### config.mk
export PLATFORM = sky130hd
export DESIGN_NAME = ice_chain_node
export DESIGN_NICKNAME = d
export VERILOG_FILES = /design/src/ice_pkg.sv /design/src/ice_chain_node.sv
export SDC_FILE = /design/constraint.sdc
export NUM_CORES = 1
export LEC_CHECK = 0
export ABC_AREA = 1
export ABC_CLOCK_PERIOD_IN_PS = 2410
export BUFFER_PORTS_ARGS = -buffer_cell sky130_fd_sc_hd__buf_2
export CELL_PAD_IN_SITES_DETAIL_PLACEMENT = 0
export CELL_PAD_IN_SITES_GLOBAL_PLACEMENT = 1
export CORE_MARGIN = 3
export CORE_UTILIZATION = 29
export CTS_CLUSTER_SIZE = 20
export DETAILED_ROUTE_END_ITERATION = 7
export PLACE_DENSITY = 0.92
export SLEW_MARGIN = 15
export SYNTH_ARGS = -nofsm -noshare
export SYNTH_HDL_FRONTEND = slang
export SYNTH_SLANG_ARGS = --single-unit
### constraint.sdc
create_clock -name clk_i -period 2.41 [get_ports clk_i]
set_input_delay 0 -clock clk_i [delete_from_list [all_inputs] [get_ports clk_i]]
set_output_delay 0 -clock clk_i [all_outputs]
set_load 0.01 [all_outputs]
### src/ice_pkg.sv
// Purpose: Shared constants and carriers for the chain enumeration block
// Assumes: Classic Wishbone slave, 32-bit data, byte addresses
// Notes: Register map offsets are word aligned
package ice_pkg;
    // ------------------------------------------------------------
    // Register map
    // ------------------------------------------------------------
    localparam logic [7:0] ICE_CMD_OFS = 8'h00;
    localparam logic [7:0] ICE_BASE_OFS = 8'h04;
    localparam logic [7:0] ICE_LINK_OFS = 8'h08;
    localparam logic [7:0] ICE_STAT_OFS = 8'h0c;
    localparam logic [7:0] ICE_ID_OFS = 8'h10;
    // ------------------------------------------------------------
    // Fields
    // ------------------------------------------------------------
    localparam int ICE_UNIT_W = 5;
    localparam logic [4:0] ICE_DEFAULT_UNIT = 5'h00;
    localparam int ICE_CMD_HOSTDIR_BIT = 0;
    localparam int ICE_CMD_DEFDIR_BIT = 1;
    localparam int ICE_LINK_EOC_BIT = 0;
    localparam int ICE_LINK_TRANSMITTER_SHUTDOWN_BIT = 1;
    localparam int ICE_LINK_DROP_BIT = 2;
    localparam int ICE_LINK_DEFBR_BIT = 3;
    localparam int ICE_STAT_ASSIGNED_BIT = 0;
    localparam int ICE_STAT_RESETIN_BIT = 1;
    localparam int ICE_STAT_RELEASED_BIT = 2;
    localparam int ICE_STAT_LINKUP_BIT = 3;
    localparam logic [31:0] ICE_ID_VALUE = 32'h00c0ffee; // Arbitrary value
    localparam logic [31:0] ICE_UNMAPPED = 32'h00000000;
    // ------------------------------------------------------------
    // Carriers
    // ------------------------------------------------------------
    typedef struct packed {
        logic cyc;
        logic stb;
        logic we;
        logic [7:0] adr;
        logic [3:0] sel;
        logic [31:0] dat;
    } ice_wb_req_t;
    typedef struct packed {
        logic ack;
        logic [31:0] dat;
    } ice_wb_rsp_t;
    typedef enum logic [1:0] {ICE_IN_RESET, ICE_LINK_WAIT, ICE_CREDIT, ICE_RUN} ice_phase_t;
endpackage

### src/ice_chain_node.sv
// Behaviour
// - Drive and sample reset; start after last release
// - Drive power-good/reset only if host or FPGA
// - Pass reset primary to secondary, never back
// - After link init, send buffer-release count
// - Reset base to zero; answer zero if first
// - Command write with byte lane 0 enabled sets host-direction bit
// - Base write assigns; stop answering zero
// - Drop-on-uninitialized control resets inactive
// - Firmware fetch aborts unless default bridge here
//
// Purpose: Per-device enumeration state of one chain node
// Assumes: Wishbone carries configuration accesses; link side reports status
// Notes: One clock; reset and link inputs are synchronised here
//
// Chosen here: register access over Wishbone and the register addresses.
`timescale 1ns/100ps
module ice_chain_node #(
    parameter int BUF_COUNT_W = 8,
    parameter logic [7:0] BUF_COUNT = 8'h08,
    parameter logic CENTRAL_RESOURCE = 1'b0
) (
    input wire logic clk_i,
    input wire logic rst_i,
    input wire ice_pkg::ice_wb_req_t wb_req_i,
    output ice_pkg::ice_wb_rsp_t wb_rsp_o,
    input wire logic cfg_link_i,
    input wire logic reset_pin_i,
    input wire logic power_good_signal_i,
    output logic reset_pin_o,
    output logic reset_pin_oe_o,
    output logic power_good_signal_o,
    output logic power_good_signal_oe_o,
    output logic sec_reset_o,
    output logic sec_power_good_o,
    input wire logic link_init_done_i,
    input wire logic sw_reset_req_i,
    output logic buf_release_o,
    output logic [BUF_COUNT_W-1:0] buf_release_count_o,
    input wire logic buf_release_ready_i,
    output logic [ice_pkg::ICE_UNIT_W-1:0] base_unit_number_o,
    output logic respond_default_o,
    output logic end_of_chain_o,
    output logic transmitter_shutdown_o,
    output logic drop_uninit_o,
    input wire logic fw_fetch_i,
    output logic fw_fetch_done_o,
    output logic fw_fetch_abort_o
);
    import ice_pkg::*;

    // ------------------------------------------------------------
    // State
    // ------------------------------------------------------------
    typedef struct packed {
        logic [1:0] rst_sync;
        logic [1:0] pg_sync;
        logic [1:0] lnk_sync;
        ice_phase_t phase;
        logic [ICE_UNIT_W-1:0] base;
        logic assigned;
        logic host_dir;
        logic def_dir;
        logic eoc;
        logic transmitter_shutdown;
        logic drop;
        logic def_bridge;
        logic ack;
        logic [31:0] rdat;
        logic fw_done;
        logic fw_abort;
    } ice_state_t;

    ice_state_t s_q;
    ice_state_t s_d;
    logic bus_hit;
    logic is_default_addr;
    logic wr_cmd;
    logic reset_seen;
    logic [31:0] rd_mux;

    // Access accepted on every strobe outside the ack cycle; the assigned and unassigned terms together always match
    assign is_default_addr = !s_q.assigned;
    assign bus_hit = wb_req_i.cyc && wb_req_i.stb && !s_q.ack
        && (cfg_link_i || is_default_addr || s_q.assigned);
    assign wr_cmd = bus_hit && wb_req_i.we && wb_req_i.adr == ICE_CMD_OFS && wb_req_i.sel[0];
    // Sample the shared reset wire, so our own release never hides a late one
    assign reset_seen = !s_q.rst_sync[1] || s_q.phase == ICE_IN_RESET && sw_reset_req_i;

    // Read data selection
    always_comb begin
        rd_mux = ICE_UNMAPPED;
        unique case (wb_req_i.adr)
            ICE_CMD_OFS: begin
                rd_mux[ICE_CMD_HOSTDIR_BIT] = s_q.host_dir;
                rd_mux[ICE_CMD_DEFDIR_BIT] = s_q.def_dir;
            end
            ICE_BASE_OFS: rd_mux[ICE_UNIT_W-1:0] = s_q.base;
            ICE_LINK_OFS: begin
                rd_mux[ICE_LINK_EOC_BIT] = s_q.eoc;
                rd_mux[ICE_LINK_TRANSMITTER_SHUTDOWN_BIT] = s_q.transmitter_shutdown;
                rd_mux[ICE_LINK_DROP_BIT] = s_q.drop;
                rd_mux[ICE_LINK_DEFBR_BIT] = s_q.def_bridge;
            end
            ICE_STAT_OFS: begin
                rd_mux[ICE_STAT_ASSIGNED_BIT] = s_q.assigned;
                rd_mux[ICE_STAT_RESETIN_BIT] = !s_q.rst_sync[1];
                rd_mux[ICE_STAT_RELEASED_BIT] = s_q.phase != ICE_IN_RESET;
                rd_mux[ICE_STAT_LINKUP_BIT] = s_q.lnk_sync[1];
            end
            ICE_ID_OFS: rd_mux = ICE_ID_VALUE;
            default: rd_mux = ICE_UNMAPPED;
        endcase
    end

    // ------------------------------------------------------------
    // Next state
    // ------------------------------------------------------------
    always_comb begin
        s_d = s_q;
        // Two-stage synchronisers for pin level inputs
        s_d.rst_sync = {s_q.rst_sync[0], reset_pin_i};
        s_d.pg_sync = {s_q.pg_sync[0], power_good_signal_i};
        s_d.lnk_sync = {s_q.lnk_sync[0], link_init_done_i};
        s_d.ack = 1'b0;
        s_d.fw_done = 1'b0;
        s_d.fw_abort = 1'b0;
        // A link lost while credits are offered is left to the chain reset behind it
        // Phase sequence: wait for last reset release, link, then credits
        unique case (s_q.phase)
            ICE_IN_RESET: if (!reset_seen) s_d.phase = ICE_LINK_WAIT;
            ICE_LINK_WAIT: if (s_q.lnk_sync[1]) s_d.phase = ICE_CREDIT;
            ICE_CREDIT: if (buf_release_ready_i) s_d.phase = ICE_RUN;
            ICE_RUN: s_d.phase = ICE_RUN;
        endcase
        // Register accesses; one-cycle ack then a gap cycle
        if (bus_hit) begin
            s_d.ack = 1'b1;
            s_d.rdat = rd_mux;
            if (wb_req_i.we && wb_req_i.sel[0]) begin
                unique case (wb_req_i.adr)
                    ICE_CMD_OFS: s_d.def_dir = wb_req_i.dat[ICE_CMD_DEFDIR_BIT];
                    ICE_BASE_OFS: begin
                        s_d.base = wb_req_i.dat[ICE_UNIT_W-1:0];
                        s_d.assigned = 1'b1;
                    end
                    ICE_LINK_OFS: begin
                        s_d.eoc = wb_req_i.dat[ICE_LINK_EOC_BIT];
                        s_d.transmitter_shutdown = wb_req_i.dat[ICE_LINK_TRANSMITTER_SHUTDOWN_BIT];
                        s_d.drop = wb_req_i.dat[ICE_LINK_DROP_BIT];
                        s_d.def_bridge = wb_req_i.dat[ICE_LINK_DEFBR_BIT];
                    end
                    default: s_d.assigned = s_q.assigned;
                endcase
            end
        end
        // A command write with byte lane 0 enabled points host direction at the arrival link
        if (wr_cmd) s_d.host_dir = cfg_link_i;
        // Firmware fetch answered at once; abort when no default bridge here
        if (fw_fetch_i) begin
            s_d.fw_done = 1'b1;
            s_d.fw_abort = !s_q.def_bridge;
        end
        // Chain reset returns phase, base, assigned and drop to defaults
        if (reset_seen) begin
            s_d.phase = ICE_IN_RESET;
            s_d.base = ICE_DEFAULT_UNIT;
            s_d.assigned = 1'b0;
            s_d.drop = 1'b0;
        end
    end

    // Register the whole state
    always_ff @(posedge clk_i) begin
        if (rst_i) begin
            s_q <= '0;
            s_q.phase <= ICE_IN_RESET;
            s_q.base <= ICE_DEFAULT_UNIT;
            s_q.drop <= 1'b0;
        end else begin
            s_q <= s_d;
        end
    end

    // ------------------------------------------------------------
    // Outputs
    // ------------------------------------------------------------
    assign wb_rsp_o.ack = s_q.ack;
    assign wb_rsp_o.dat = s_q.rdat;
    // Ordinary nodes never drive the shared wires; the wire is left to its pull-up
    assign reset_pin_oe_o = CENTRAL_RESOURCE && (rst_i || sw_reset_req_i);
    assign reset_pin_o = 1'b0;
    assign power_good_signal_oe_o = CENTRAL_RESOURCE && rst_i;
    assign power_good_signal_o = 1'b0;
    // Secondary side follows primary only; nothing flows back
    assign sec_reset_o = s_q.rst_sync[1];
    assign sec_power_good_o = s_q.pg_sync[1];
    assign buf_release_o = s_q.phase == ICE_CREDIT;
    assign buf_release_count_o = BUF_COUNT_W'(BUF_COUNT); // Sized to the count port
    assign base_unit_number_o = s_q.base;
    assign respond_default_o = !s_q.assigned;
    assign end_of_chain_o = s_q.eoc;
    assign transmitter_shutdown_o = s_q.transmitter_shutdown;
    assign drop_uninit_o = s_q.drop;
    assign fw_fetch_done_o = s_q.fw_done;
    assign fw_fetch_abort_o = s_q.fw_abort;

    // ------------------------------------------------------------
    // Checks
    // ------------------------------------------------------------
    property p_base_default;
        @(posedge clk_i) disable iff (rst_i) !s_q.assigned |-> s_q.base == ICE_DEFAULT_UNIT;
    endproperty
    a_base_default: assert property (p_base_default) else $error("base not default");
    property p_host_dir;
        @(posedge clk_i) disable iff (rst_i) wr_cmd |=> s_q.host_dir == $past(cfg_link_i);
    endproperty
    a_host_dir: assert property (p_host_dir) else $error("host dir not set");
    property p_assign;
        @(posedge clk_i) disable iff (rst_i)
        bus_hit && wb_req_i.we && wb_req_i.sel[0] && wb_req_i.adr == ICE_BASE_OFS && !reset_seen
        |=> !respond_default_o;
    endproperty
    a_assign: assert property (p_assign) else $error("still answers default");
    // The written number lands whole; a reset in the same cycle wins instead
    property p_base_write;
        @(posedge clk_i) disable iff (rst_i)
        bus_hit && wb_req_i.we && wb_req_i.sel[0] && wb_req_i.adr == ICE_BASE_OFS && !reset_seen
        |=> base_unit_number_o == $past(wb_req_i.dat[ICE_UNIT_W-1:0]);
    endproperty
    a_base_write: assert property (p_base_write) else $error("base not written");
    // A chain reset always leaves the node answering the default number
    property p_reset_default;
        @(posedge clk_i) disable iff (rst_i) reset_seen |=> respond_default_o
        && base_unit_number_o == ICE_DEFAULT_UNIT;
    endproperty
    a_reset_default: assert property (p_reset_default) else $error("reset kept base");
    // Lane 0 disabled: the access is answered but nothing changes
    property p_sel_ignore;
        @(posedge clk_i) disable iff (rst_i)
        bus_hit && wb_req_i.we && !wb_req_i.sel[0] && !reset_seen
        |=> $stable(s_q.base) && $stable(s_q.assigned) && $stable(s_q.eoc);
    endproperty
    a_sel_ignore: assert property (p_sel_ignore) else $error("masked write took effect");
    // Ack is a single-cycle pulse; a request still held in the gap cycle after it is taken again
    property p_ack_pulse;
        @(posedge clk_i) disable iff (rst_i) wb_rsp_o.ack |=> !wb_rsp_o.ack;
    endproperty
    a_ack_pulse: assert property (p_ack_pulse) else $error("ack held too long");
    property p_no_drive;
        @(posedge clk_i) !CENTRAL_RESOURCE |-> !reset_pin_oe_o && !power_good_signal_oe_o;
    endproperty
    a_no_drive: assert property (p_no_drive) else $error("non-host drove reset");
    // Forwarded levels trail the primary pins by the two synchroniser stages
    property p_sec;
        @(posedge clk_i) disable iff (rst_i)
        !$past(rst_i) && !$past(rst_i, 2) |-> sec_reset_o == $past(reset_pin_i, 2);
    endproperty
    a_sec: assert property (p_sec) else $error("secondary reset mismatch");
    property p_sec_pg;
        @(posedge clk_i) disable iff (rst_i)
        !$past(rst_i) && !$past(rst_i, 2) |-> sec_power_good_o == $past(power_good_signal_i, 2);
    endproperty
    a_sec_pg: assert property (p_sec_pg) else $error("secondary power-good mismatch");
    property p_release;
        @(posedge clk_i) disable iff (rst_i) buf_release_o |-> s_q.lnk_sync[1] || $past(s_q.lnk_sync[1]);
    endproperty
    a_release: assert property (p_release) else $error("credits before link");
    // Once the taker is ready the announcement ends on the next edge
    property p_credit_done;
        @(posedge clk_i) disable iff (rst_i)
        buf_release_o && buf_release_ready_i |=> !buf_release_o;
    endproperty
    a_credit_done: assert property (p_credit_done) else $error("credits repeated");
    property p_reset_hold;
        @(posedge clk_i) disable iff (rst_i) reset_seen |=> s_q.phase == ICE_IN_RESET;
    endproperty
    a_reset_hold: assert property (p_reset_hold) else $error("left reset early");
    property p_drop;
        @(posedge clk_i) disable iff (rst_i) reset_seen |=> !drop_uninit_o;
    endproperty
    a_drop: assert property (p_drop) else $error("drop not cleared");
    property p_fw;
        @(posedge clk_i) disable iff (rst_i) fw_fetch_i |=> fw_fetch_done_o && fw_fetch_abort_o == !$past(s_q.def_bridge);
    endproperty
    a_fw: assert property (p_fw) else $error("fetch answer wrong");
    // No fetch, no answer: a stray done would read as the chain that owns the ROM
    property p_fw_idle;
        @(posedge clk_i) disable iff (rst_i)
        !fw_fetch_i |=> !fw_fetch_done_o && !fw_fetch_abort_o;
    endproperty
    a_fw_idle: assert property (p_fw_idle) else $error("unasked fetch answer");
    c_assign: cover property (@(posedge clk_i) s_q.assigned && !$past(s_q.assigned));
    c_credit: cover property (@(posedge clk_i) buf_release_o);
    c_abort: cover property (@(posedge clk_i) fw_fetch_abort_o);
    // A fetch answered cleanly, and a chain reset hitting an assigned node
    c_fetch_ok: cover property (@(posedge clk_i) fw_fetch_done_o && !fw_fetch_abort_o);
    c_rst_assigned: cover property (@(posedge clk_i) reset_seen && s_q.assigned);
endmodule // ice_chain_node

==> impl_metrics.yaml, run 1 <==
clock_tree:
  tritoncts: "built"
  clockBufferDepth: 2
  cts-root-buf: "clkbuf_8"
  clkLatencyLatePin_ns: 0.27
  cts_buffers: 5
  cts-htree-levels: 2
  path_clk_slew_ns: 0.06
  cts.sinks: 29
outcome:
  status: "finished, final reports clean"
grt:
  gr-total-overflow: 0
  grt_max_degree: 15
  grt_pass1_vias: 1146
  antenna_found_initial: 0
  track_usage: 0.0989
  grt_pass1_wl_um: 5040
route:
  antenna_left: 0
  wl_per_cell_um: 10.4
  totalWireLength_um: 3450
  vias: 1360
  via_per_inst: 4.08
  drt_iter0_drc: 70
  firstDrtPassIters: 6
  drc_errors: 0
layout:
  utilization: 0.358
  synthToLayoutAreaGrowth_pct: 15.0
  fin_nets: 319
  stdcell_count: 333
  final_cell_mix: "buf_2 (58), dfxtp_1 (29), conb_1 (26)"
  diodes: 0
  final_common_cell: "buf_2"
  drive_gt1_frac: 0.319
synth:
  netlist_area_um2: 1660
  post_synth_num_cell_types: 26
  yosys_warnings: 0
  synth_cells: 218
  syn_avg_cell_area_um2: 7.62
  synth-seq-cells: 29
  synth-seq-area-share: 0.349
sta:
  setup_tns_ns: 0
  holdWs_ns: 0.0188
  finalClockSkew_ns: 0.00477
  fin_crit_ns: 1.46
  rsz0062_at_grt: "false"
  clock.fmax_mhz: 684
  finalHoldViolCount: 0
  slew_violations: 0
  finalCritPeriodShare: 0.606
  setup_viol: 0
critical_path:
  cp-end-kind: "flop"
  crit_path_start_kind: "flop"
  cpMostUsedCell: "nor2_1"
  worstPathRequired_ns: 2.58
  crit_arrival_ns: 1.63
  max_stage_delay_ns: 0.36
  worstSetupPathType: "reg2reg"
  slowest_stage: "nor2_2"
  path_cells: "nor2_2 > nand3_4 > nor2_8 > inv_2 > nor2_1 > nor2_1"
  cp_max_fo: 11
placement:
  placed_cells: 317
  io_buffers: 58
  dp_hpwl_um: 2730
  globalplace.congestion: 0.796
floorplanning:
  core-area_um2: 5340
  start_util: 0.311
  dieArea_um2: 6670
  die_x_um: 81.7
  die_y_um: 81.7
  ios: 115
  num_rows: 26
power_and_ir_drop:
  p_total_w: 0.00102
  ir_drop_uv: 222
  cellPowerDensity_nw_per_um2: 534
  p_leak_nw: 1.07
flow_run:
  maxCapViolations: 0
hold_path:
  hold_class: "in2reg"
==> synth_stat cells (all sizes together) <==
| cell type | instances | share of area |
|---|---|---|
| a311oi | 1 | 0.0053 |
| o21ai | 18 | 0.054 |
| nand2 | 24 | 0.065 |
| nand4 | 1 | 0.0038 |
| conb | 2 | 0.0045 |
| inv | 28 | 0.063 |
| dfxtp | 29 | 0.35 |
| nor3 | 3 | 0.016 |
| o211ai | 1 | 0.0075 |
| buf | 52 | 0.24 |
| nor2 | 28 | 0.095 |
| a21oi | 16 | 0.048 |
| clkbuf | 1 | 0.0023 |
| nand3 | 13 | 0.047 |
| and2 | 1 | 0.0038 |
==> state kept, by name, indices dropped and copies added (netlist names) <==
| name | flops |
|---|---|
| s_q | 7 |
| s_d | 3 |
| transmitter_shutdown_o | 1 |
| sec_reset_o | 1 |
| wb_rsp_o | 7 |
| fw_fetch_done_o | 1 |
| sec_power_good_o | 1 |
| end_of_chain_o | 1 |
| fw_fetch_abort_o | 1 |
| drop_uninit_o | 1 |
| base_unit_number_o | 5 |
==> cell families after synthesis <==
logic type | share of synthesized area
flops | 0.349
other cells | 0.00452
simple gates | 0.230
buf+inv | 0.301
compound gates | 0.115
==> final timing paths <==
kind / from / end / slack, ns / depth (start not counted)
hold reg to reg: s_d[54] / sec_reset_o / 0.40 / 2
setup reg to reg: wb_rsp_o[32] / base_unit_number_o[4] / 0.95 / 6
setup / recovery: wb_rsp_o[32] / base_unit_number_o[4] / 0.95 / 6
hold / removal: wb_req_i[1] / transmitter_shutdown_o / 0.02 / 3
==> per-layer routing <==
layer / wire (um) / GRT usage / up-vias
met3: 321 / 0.0263 / 6
met1: 1420 / 0.116 / 590
li1: - / - / 699
met5: 0 / 0 / -
met4: 53 / 0.0449 / 0
met2: 1660 / 0.169 / 65
==> critical path, delay by kind of cell, from the launching register on <==
kind                   cells  cell delay (ns)
buffers and inverters      1             0.05
flip-flops                 1             0.31
AND/OR/NAND/NOR            5             0.99
==> report_power, final <==
group          switching [W]  total (W)  internal (W)  leakage, nW
clock               0.000167   0.000393      0.000226       0.0443
combinational      0.0000794   0.000129     0.0000498        0.787
sequential        0.00000716   0.000498      0.000491        0.236
==> through the flow <==
step           setup slack (ns)  instance area, um^2
2_1_floorplan              1.34                 1750
3_3_place_gp              0.946                 1730
3_5_place_dp              0.938                 1730
4_1_cts                   0.932                 1910
5_1_grt                   0.836                 1910
6_report                  0.949                 1910
==> timing repair <==
item | 4_1_cts | 5_1_grt
endpoints found under the setup margin | 0 | 0
hold buffers | 9 | 0
resized for setup | 0 | 0
hold endpoints to repair | 13 | 0
setup buffers | 0 | 0
==> final cells by class <==
cell class / instances / area, um^2
sequential: 29 / 581
inverter: 28 / 105
tap: 70 / 87.6
timing repair buffer: 67 / 380
clock buffer: 7 / 86.3
multi-input combinational: 132 / 671
fill: 572 / 3420
Power figures use the tool's default switching activity.
==> inputs of run 2 (changes only) <==
- ABC_AREA: 1 -> 0
- ABC_CLOCK_PERIOD_IN_PS: 2410 -> 1330
- CORE_UTILIZATION: 29 -> 25
- PLACE_DENSITY: 0.92 -> 0.84
- clock period: 2.41 -> 1.33 ns (I/O delays scaled with it)
==> impl_metrics.yaml, run 2 <==
route:
  vias: 1259
  wl_per_cell_um: 11.0
  firstDrtPassIters: 4
  antenna_left: 0
  totalWireLength_um: 3430
  drt_iter0_drc: 49
  drc_errors: 0
  via_per_inst: 4.04
sta:
  setup_viol: 0
  clock.fmax_mhz: 817
  slew_violations: 0
  finalCritPeriodShare: 0.921
  rsz0062_at_grt: "false"
  setup_tns_ns: 0
  finalClockSkew_ns: 0.00570
  fin_crit_ns: 1.22
  finalHoldViolCount: 0
layout:
  diodes: 0
  final_cell_mix: "buf_2 (58), dfxtp_1 (29), conb_1 (26)"
  final_common_cell: "buf_2"
  synthToLayoutAreaGrowth_pct: 20.3
  drive_gt1_frac: 0.338
  fin_area_um2: 1940
  fin_nets: 292
critical_path:
  cp-end-kind: "flop"
  worstPathRequired_ns: 1.49
  crit_path_start_kind: "flop"
  crit_arrival_ns: 1.39
  cp_max_fo: 4
  worstSetupPathType: "reg2reg"
grt:
  grt_max_degree: 24
  grt_pass1_vias: 1148
  track_usage: 0.0911
  grt_pass1_wl_um: 5220
  gr-total-overflow: 0
  antenna_found_initial: 0
synth:
  synth_top_cells_by_area: "dfxtp_1 (36%), buf_4 (23%), nor2b_1 (3.9%), nand2b_1 (3.1%), nand3b_1 (2.8%)"
  synth_commonest_cells: "buf_4 (50), dfxtp_1 (29), nand2_1 (11), nor2b_1 (10), nor2_1 (9)"
  synth_area_leader_cell: "dfxtp_1"
  yosys_warnings: 0
  netlist_area_um2: 1610
  synth.most_common_cell: "buf_4"
  synth-seq-area-share: 0.360
  post_synth_num_cell_types: 34
  yosysTopAreaCellShare: 0.360
  synth-edff-count: 0
  syn_avg_cell_area_um2: 8.76
  synth_flop_cell: "dfxtp_1"
  synthArstFlopShare: 0
  synth_cells: 184
  synth-seq-cells: 29
floorplanning:
  core-area_um2: 6100
  num_rows: 28
  die_x_um: 86.3
  start_util: 0.264
  die_y_um: 86.3
  ios: 115
  dieArea_um2: 7450
clock_tree:
  clockBufferDepth: 2
  cts_buffers: 5
  tritoncts: "built"
  cts-htree-levels: 2
  clkLatencyLatePin_ns: 0.27
  post_cts_buffers: 0
  cts.sinks: 29
  path_clk_slew_ns: 0.06
  cts-root-buf: "clkbuf_8"
outcome:
  status: "finished, final reports clean"
flow_run:
  maxCapViolations: 0
placement:
  io_buffers: 58
  dp_hpwl_um: 2760
  place_area_um2: 1750
  globalplace.congestion: 0.733
power_and_ir_drop:
  p_leak_nw: 0.913
  ir_drop_uv: 304
  cellPowerDensity_nw_per_um2: 919
hold_path:
  hold_class: "in2reg"
run 2: cell count changes in the layout (fill, tap and decap cells not counted), moves of 7 or more:
cell      delta
a21oi_1     -11
buf_4        +9
inv_1       -21
nand2_1      -8
nand2b_1     +8
nor2_1      -13
nor2b_1     +10
o21ai_1      -7
run 2: final timing paths:
check	start	end	slack [ns]	depth (start not counted)
setup / recovery	wb_rsp_o[32]	s_q[39]	0.11	4
hold / removal	rst_i	s_q[48]	0.02	3
setup reg to reg	wb_rsp_o[32]	s_q[39]	0.11	4
hold reg to reg	s_d[52]	sec_power_good_o	0.43	1
run 2: kinds of logic after synthesis:
| kind of cell | Yosys count | synth area share |
|---|---|---|
| DFF | 29 | 0.360 |
| buffers and inverters | 57 | 0.252 |
| other | 2 | 0.00466 |
| AOI/OAI and AO/OA | 25 | 0.0932 |
| muxes | 4 | 0.0326 |
| and+or+nand+nor | 67 | 0.258 |
run 2: power by group:
| group | internal (W) | switching (W) |
|---|---|---|
| logic | 0.0000923 | 0.000111 |
| clock network | 0.000360 | 0.000331 |
| registers | 0.000882 | 0.00000495 |
run 2: per-layer routing:
metal | wire, um | global-route usage
met1 | 1530 | 0.114
met2 | 1540 | 0.138
met3 | 346 | 0.0380
met4 | 14 | 0.0382
met5 | 0 | 0
run 2: layout make-up:
type	instances	area, um^2
well taps	75	93.8
clock buffers	5	68.8
flip-flops and latches	29	581
inverters	1	3.75
multi-input cells	122	716
repair buffers	77	458
fillers	679	4160
clock inverters	3	17.5
run 2: through the flow:
stage / cells / worst slack [ns] / power, W / hold WS (ns) / utilization
floorplan: 208 / 0.0909 / 0.00106 / 0.0791 / -
global placement: 294 / 0.116 / 0.00109 / 0.215 / 0.287
detailed placement: 294 / 0.104 / 0.00109 / 0.215 / 0.287
CTS: 312 / 0.0983 / 0.00180 / 0.0105 / 0.318
global route: 312 / 0.0257 / 0.00187 / 0.0379 / 0.318
finish: 312 / 0.105 / 0.00178 / 0.0231 / 0.318
run 2: repair_timing:
action	in CTS	in global routing
hold buffers	10	0
gates resized for setup	0	0
endpoints found under the hold margin	10	0
run 2: critical path: stages, from the launching register on:
cell     delay, ns
dfxtp_1       0.31
and3b_1       0.30
and3_1        0.18
nand4_1       0.17
mux2i_1       0.16
==> inputs of run 3 (changes only) <==
- ABC_CLOCK_PERIOD_IN_PS: 1330 -> 1100
- clock period: 1.33 -> 1.1 ns (I/O delays scaled with it)
==> impl_metrics.yaml, run 3 (synthesis gave the netlist of run 2 again) <==
route:
  antenna_left: 0
  wl_per_cell_um: 11.6
  drc_errors: 0
  totalWireLength_um: 3830
  vias: 1366
  firstDrtPassIters: 4
  drt_iter0_drc: 59
  via_per_inst: 4.14
placement:
  globalplace.congestion: 0.778
  io_buffers: 58
  dp_hpwl_um: 3000
  place_area_um2: 1880
floorplanning:
  ios: 115
  dieArea_um2: 7450
  die_x_um: 86.3
  die_y_um: 86.3
  start_util: 0.264
  core-area_um2: 6100
  num_rows: 28
clock_tree:
  path_clk_slew_ns: 0.06
  cts-htree-levels: 2
  cts_buffers: 5
  tritoncts: "built"
  clockBufferDepth: 2
  cts.sinks: 29
  cts-root-buf: "clkbuf_8"
  clkLatencyLatePin_ns: 0.28
grt:
  antenna_found_initial: 0
  grt_max_degree: 24
  grt_pass1_wl_um: 5910
  grt_pass1_vias: 1271
  track_usage: 0.102
  gr-total-overflow: 0
power_and_ir_drop:
  p_leak_nw: 1.01
  cellPowerDensity_nw_per_um2: 1030
  ir_drop_uv: 659
outcome:
  status: "complete, but fails checks"
  violations: "setup timing"
critical_path:
  path_cells: "and3b_2 > and3_1 > nand4_1 > mux2i_1"
  cp_max_fo: 4
  r2r_start: "wb_rsp_o[32]"
  worstPathRequired_ns: 1.26
  critPathLaunch: "wb_rsp_o[32]"
  slowest_stage: "dfxtp_1"
  cp-end-kind: "flop"
  max_stage_delay_ns: 0.31
  worstSetupPathType: "reg2reg"
  crit_arrival_ns: 1.33
  crit_path_start_kind: "flop"
layout:
  final_cell_mix: "buf_2 (58), dfxtp_1 (29), conb_1 (26)"
  final_common_cell: "buf_2"
  synthToLayoutAreaGrowth_pct: 32.0
  diodes: 0
  fin_nets: 310
  drive_gt1_frac: 0.420
  fin_area_um2: 2130
  utilization: 0.349
sta:
  finalHoldViolCount: 0
  setup_tns_ns: -0.479
  timing.final.ws_setup_ns: -0.0709
  setup_viol: 8
  slew_violations: 0
  rsz0062_at_grt: "true"
  finalClockSkew_ns: 0.00786
  clock.fmax_mhz: 854
  holdWs_ns: 0.0161
  finalCritPeriodShare: 1.06
  fin_crit_ns: 1.17
flow_run:
  maxCapViolations: 0
hold_path:
  holdCritStartpoint: "wb_req_i[42]"
  hold_class: "in2reg"
[run 3: cell count changes in the layout (fill, tap and decap cells not counted), moves of 4 or more]
| cell | before | now |
|---|---|---|
| buf_4 | 9 | 23 |
| nand3_2 | 0 | 4 |
| nand3_1 | 7 | 3 |
| buf_6 | 0 | 4 |
| o21ai_0 | 7 | 3 |
| o21ai_1 | 5 | 9 |
[run 3: final timing paths]
path / endpoint / slack, ns / cells past startpoint
max: s_q[39] / -0.07 / 4
min reg2reg: sec_power_good_o / 0.44 / 1
min: wb_rsp_o[0] / 0.02 / 4
max reg2reg: s_q[39] / -0.07 / 4
[run 3: where the power goes]
part           switching [W]  total (W)  internal (W)
Clock               0.000403   0.000840      0.000437
Sequential        0.00000466    0.00107       0.00107
Combinational       0.000148   0.000279      0.000131
Total               0.000555    0.00219       0.00164
[run 3: what timing repair did]
item	in CTS	in global routing
gates resized for setup	4	11
setup buffers	2	1
hold endpoints to repair	10	0
pin swaps	4	4
setup endpoints to repair	14	17
gates cloned	1	0
hold buffers	10	0
[run 3: worst max-delay path, delay by kind of cell (launching register included)]
kind	cells	cell delay, ns
and+or+nand+nor	3	0.57
DFF	1	0.31
muxes	1	0.17
[run 3: layer usage]
| layer | wire (um) | global-route usage | up-vias |
|---|---|---|---|
| met5 | 0 | 0 | - |
| met4 | 31 | 0.0354 | 0 |
| met3 | 386 | 0.0314 | 4 |
| met2 | 1770 | 0.161 | 68 |
| met1 | 1650 | 0.131 | 602 |
| li1 | - | - | 692 |
[run 3: cell type report]
type,count,area [um^2]
tap,75,93.8
sequential,29,581
multi-input combinational,122,758
fill,647,3970
inverter,1,3.75
clock buffer,6,72.6
timing repair buffer,95,608
clock inverter,2,10.0
[run 3: metrics by stage]
| stage | total power, W | std cells | setup slack [ns] |
|---|---|---|---|
| 6_report | 0.00219 | 330 | -0.0709 |
| 5_1_grt | 0.00230 | 330 | -0.151 |
| 4_1_cts | 0.00221 | 329 | -0.0444 |
| 3_5_place_dp | 0.00134 | 308 | -0.208 |
| 3_3_place_gp | 0.00133 | 308 | -0.114 |
| 2_1_floorplan | 0.00129 | 208 | -0.0688 |
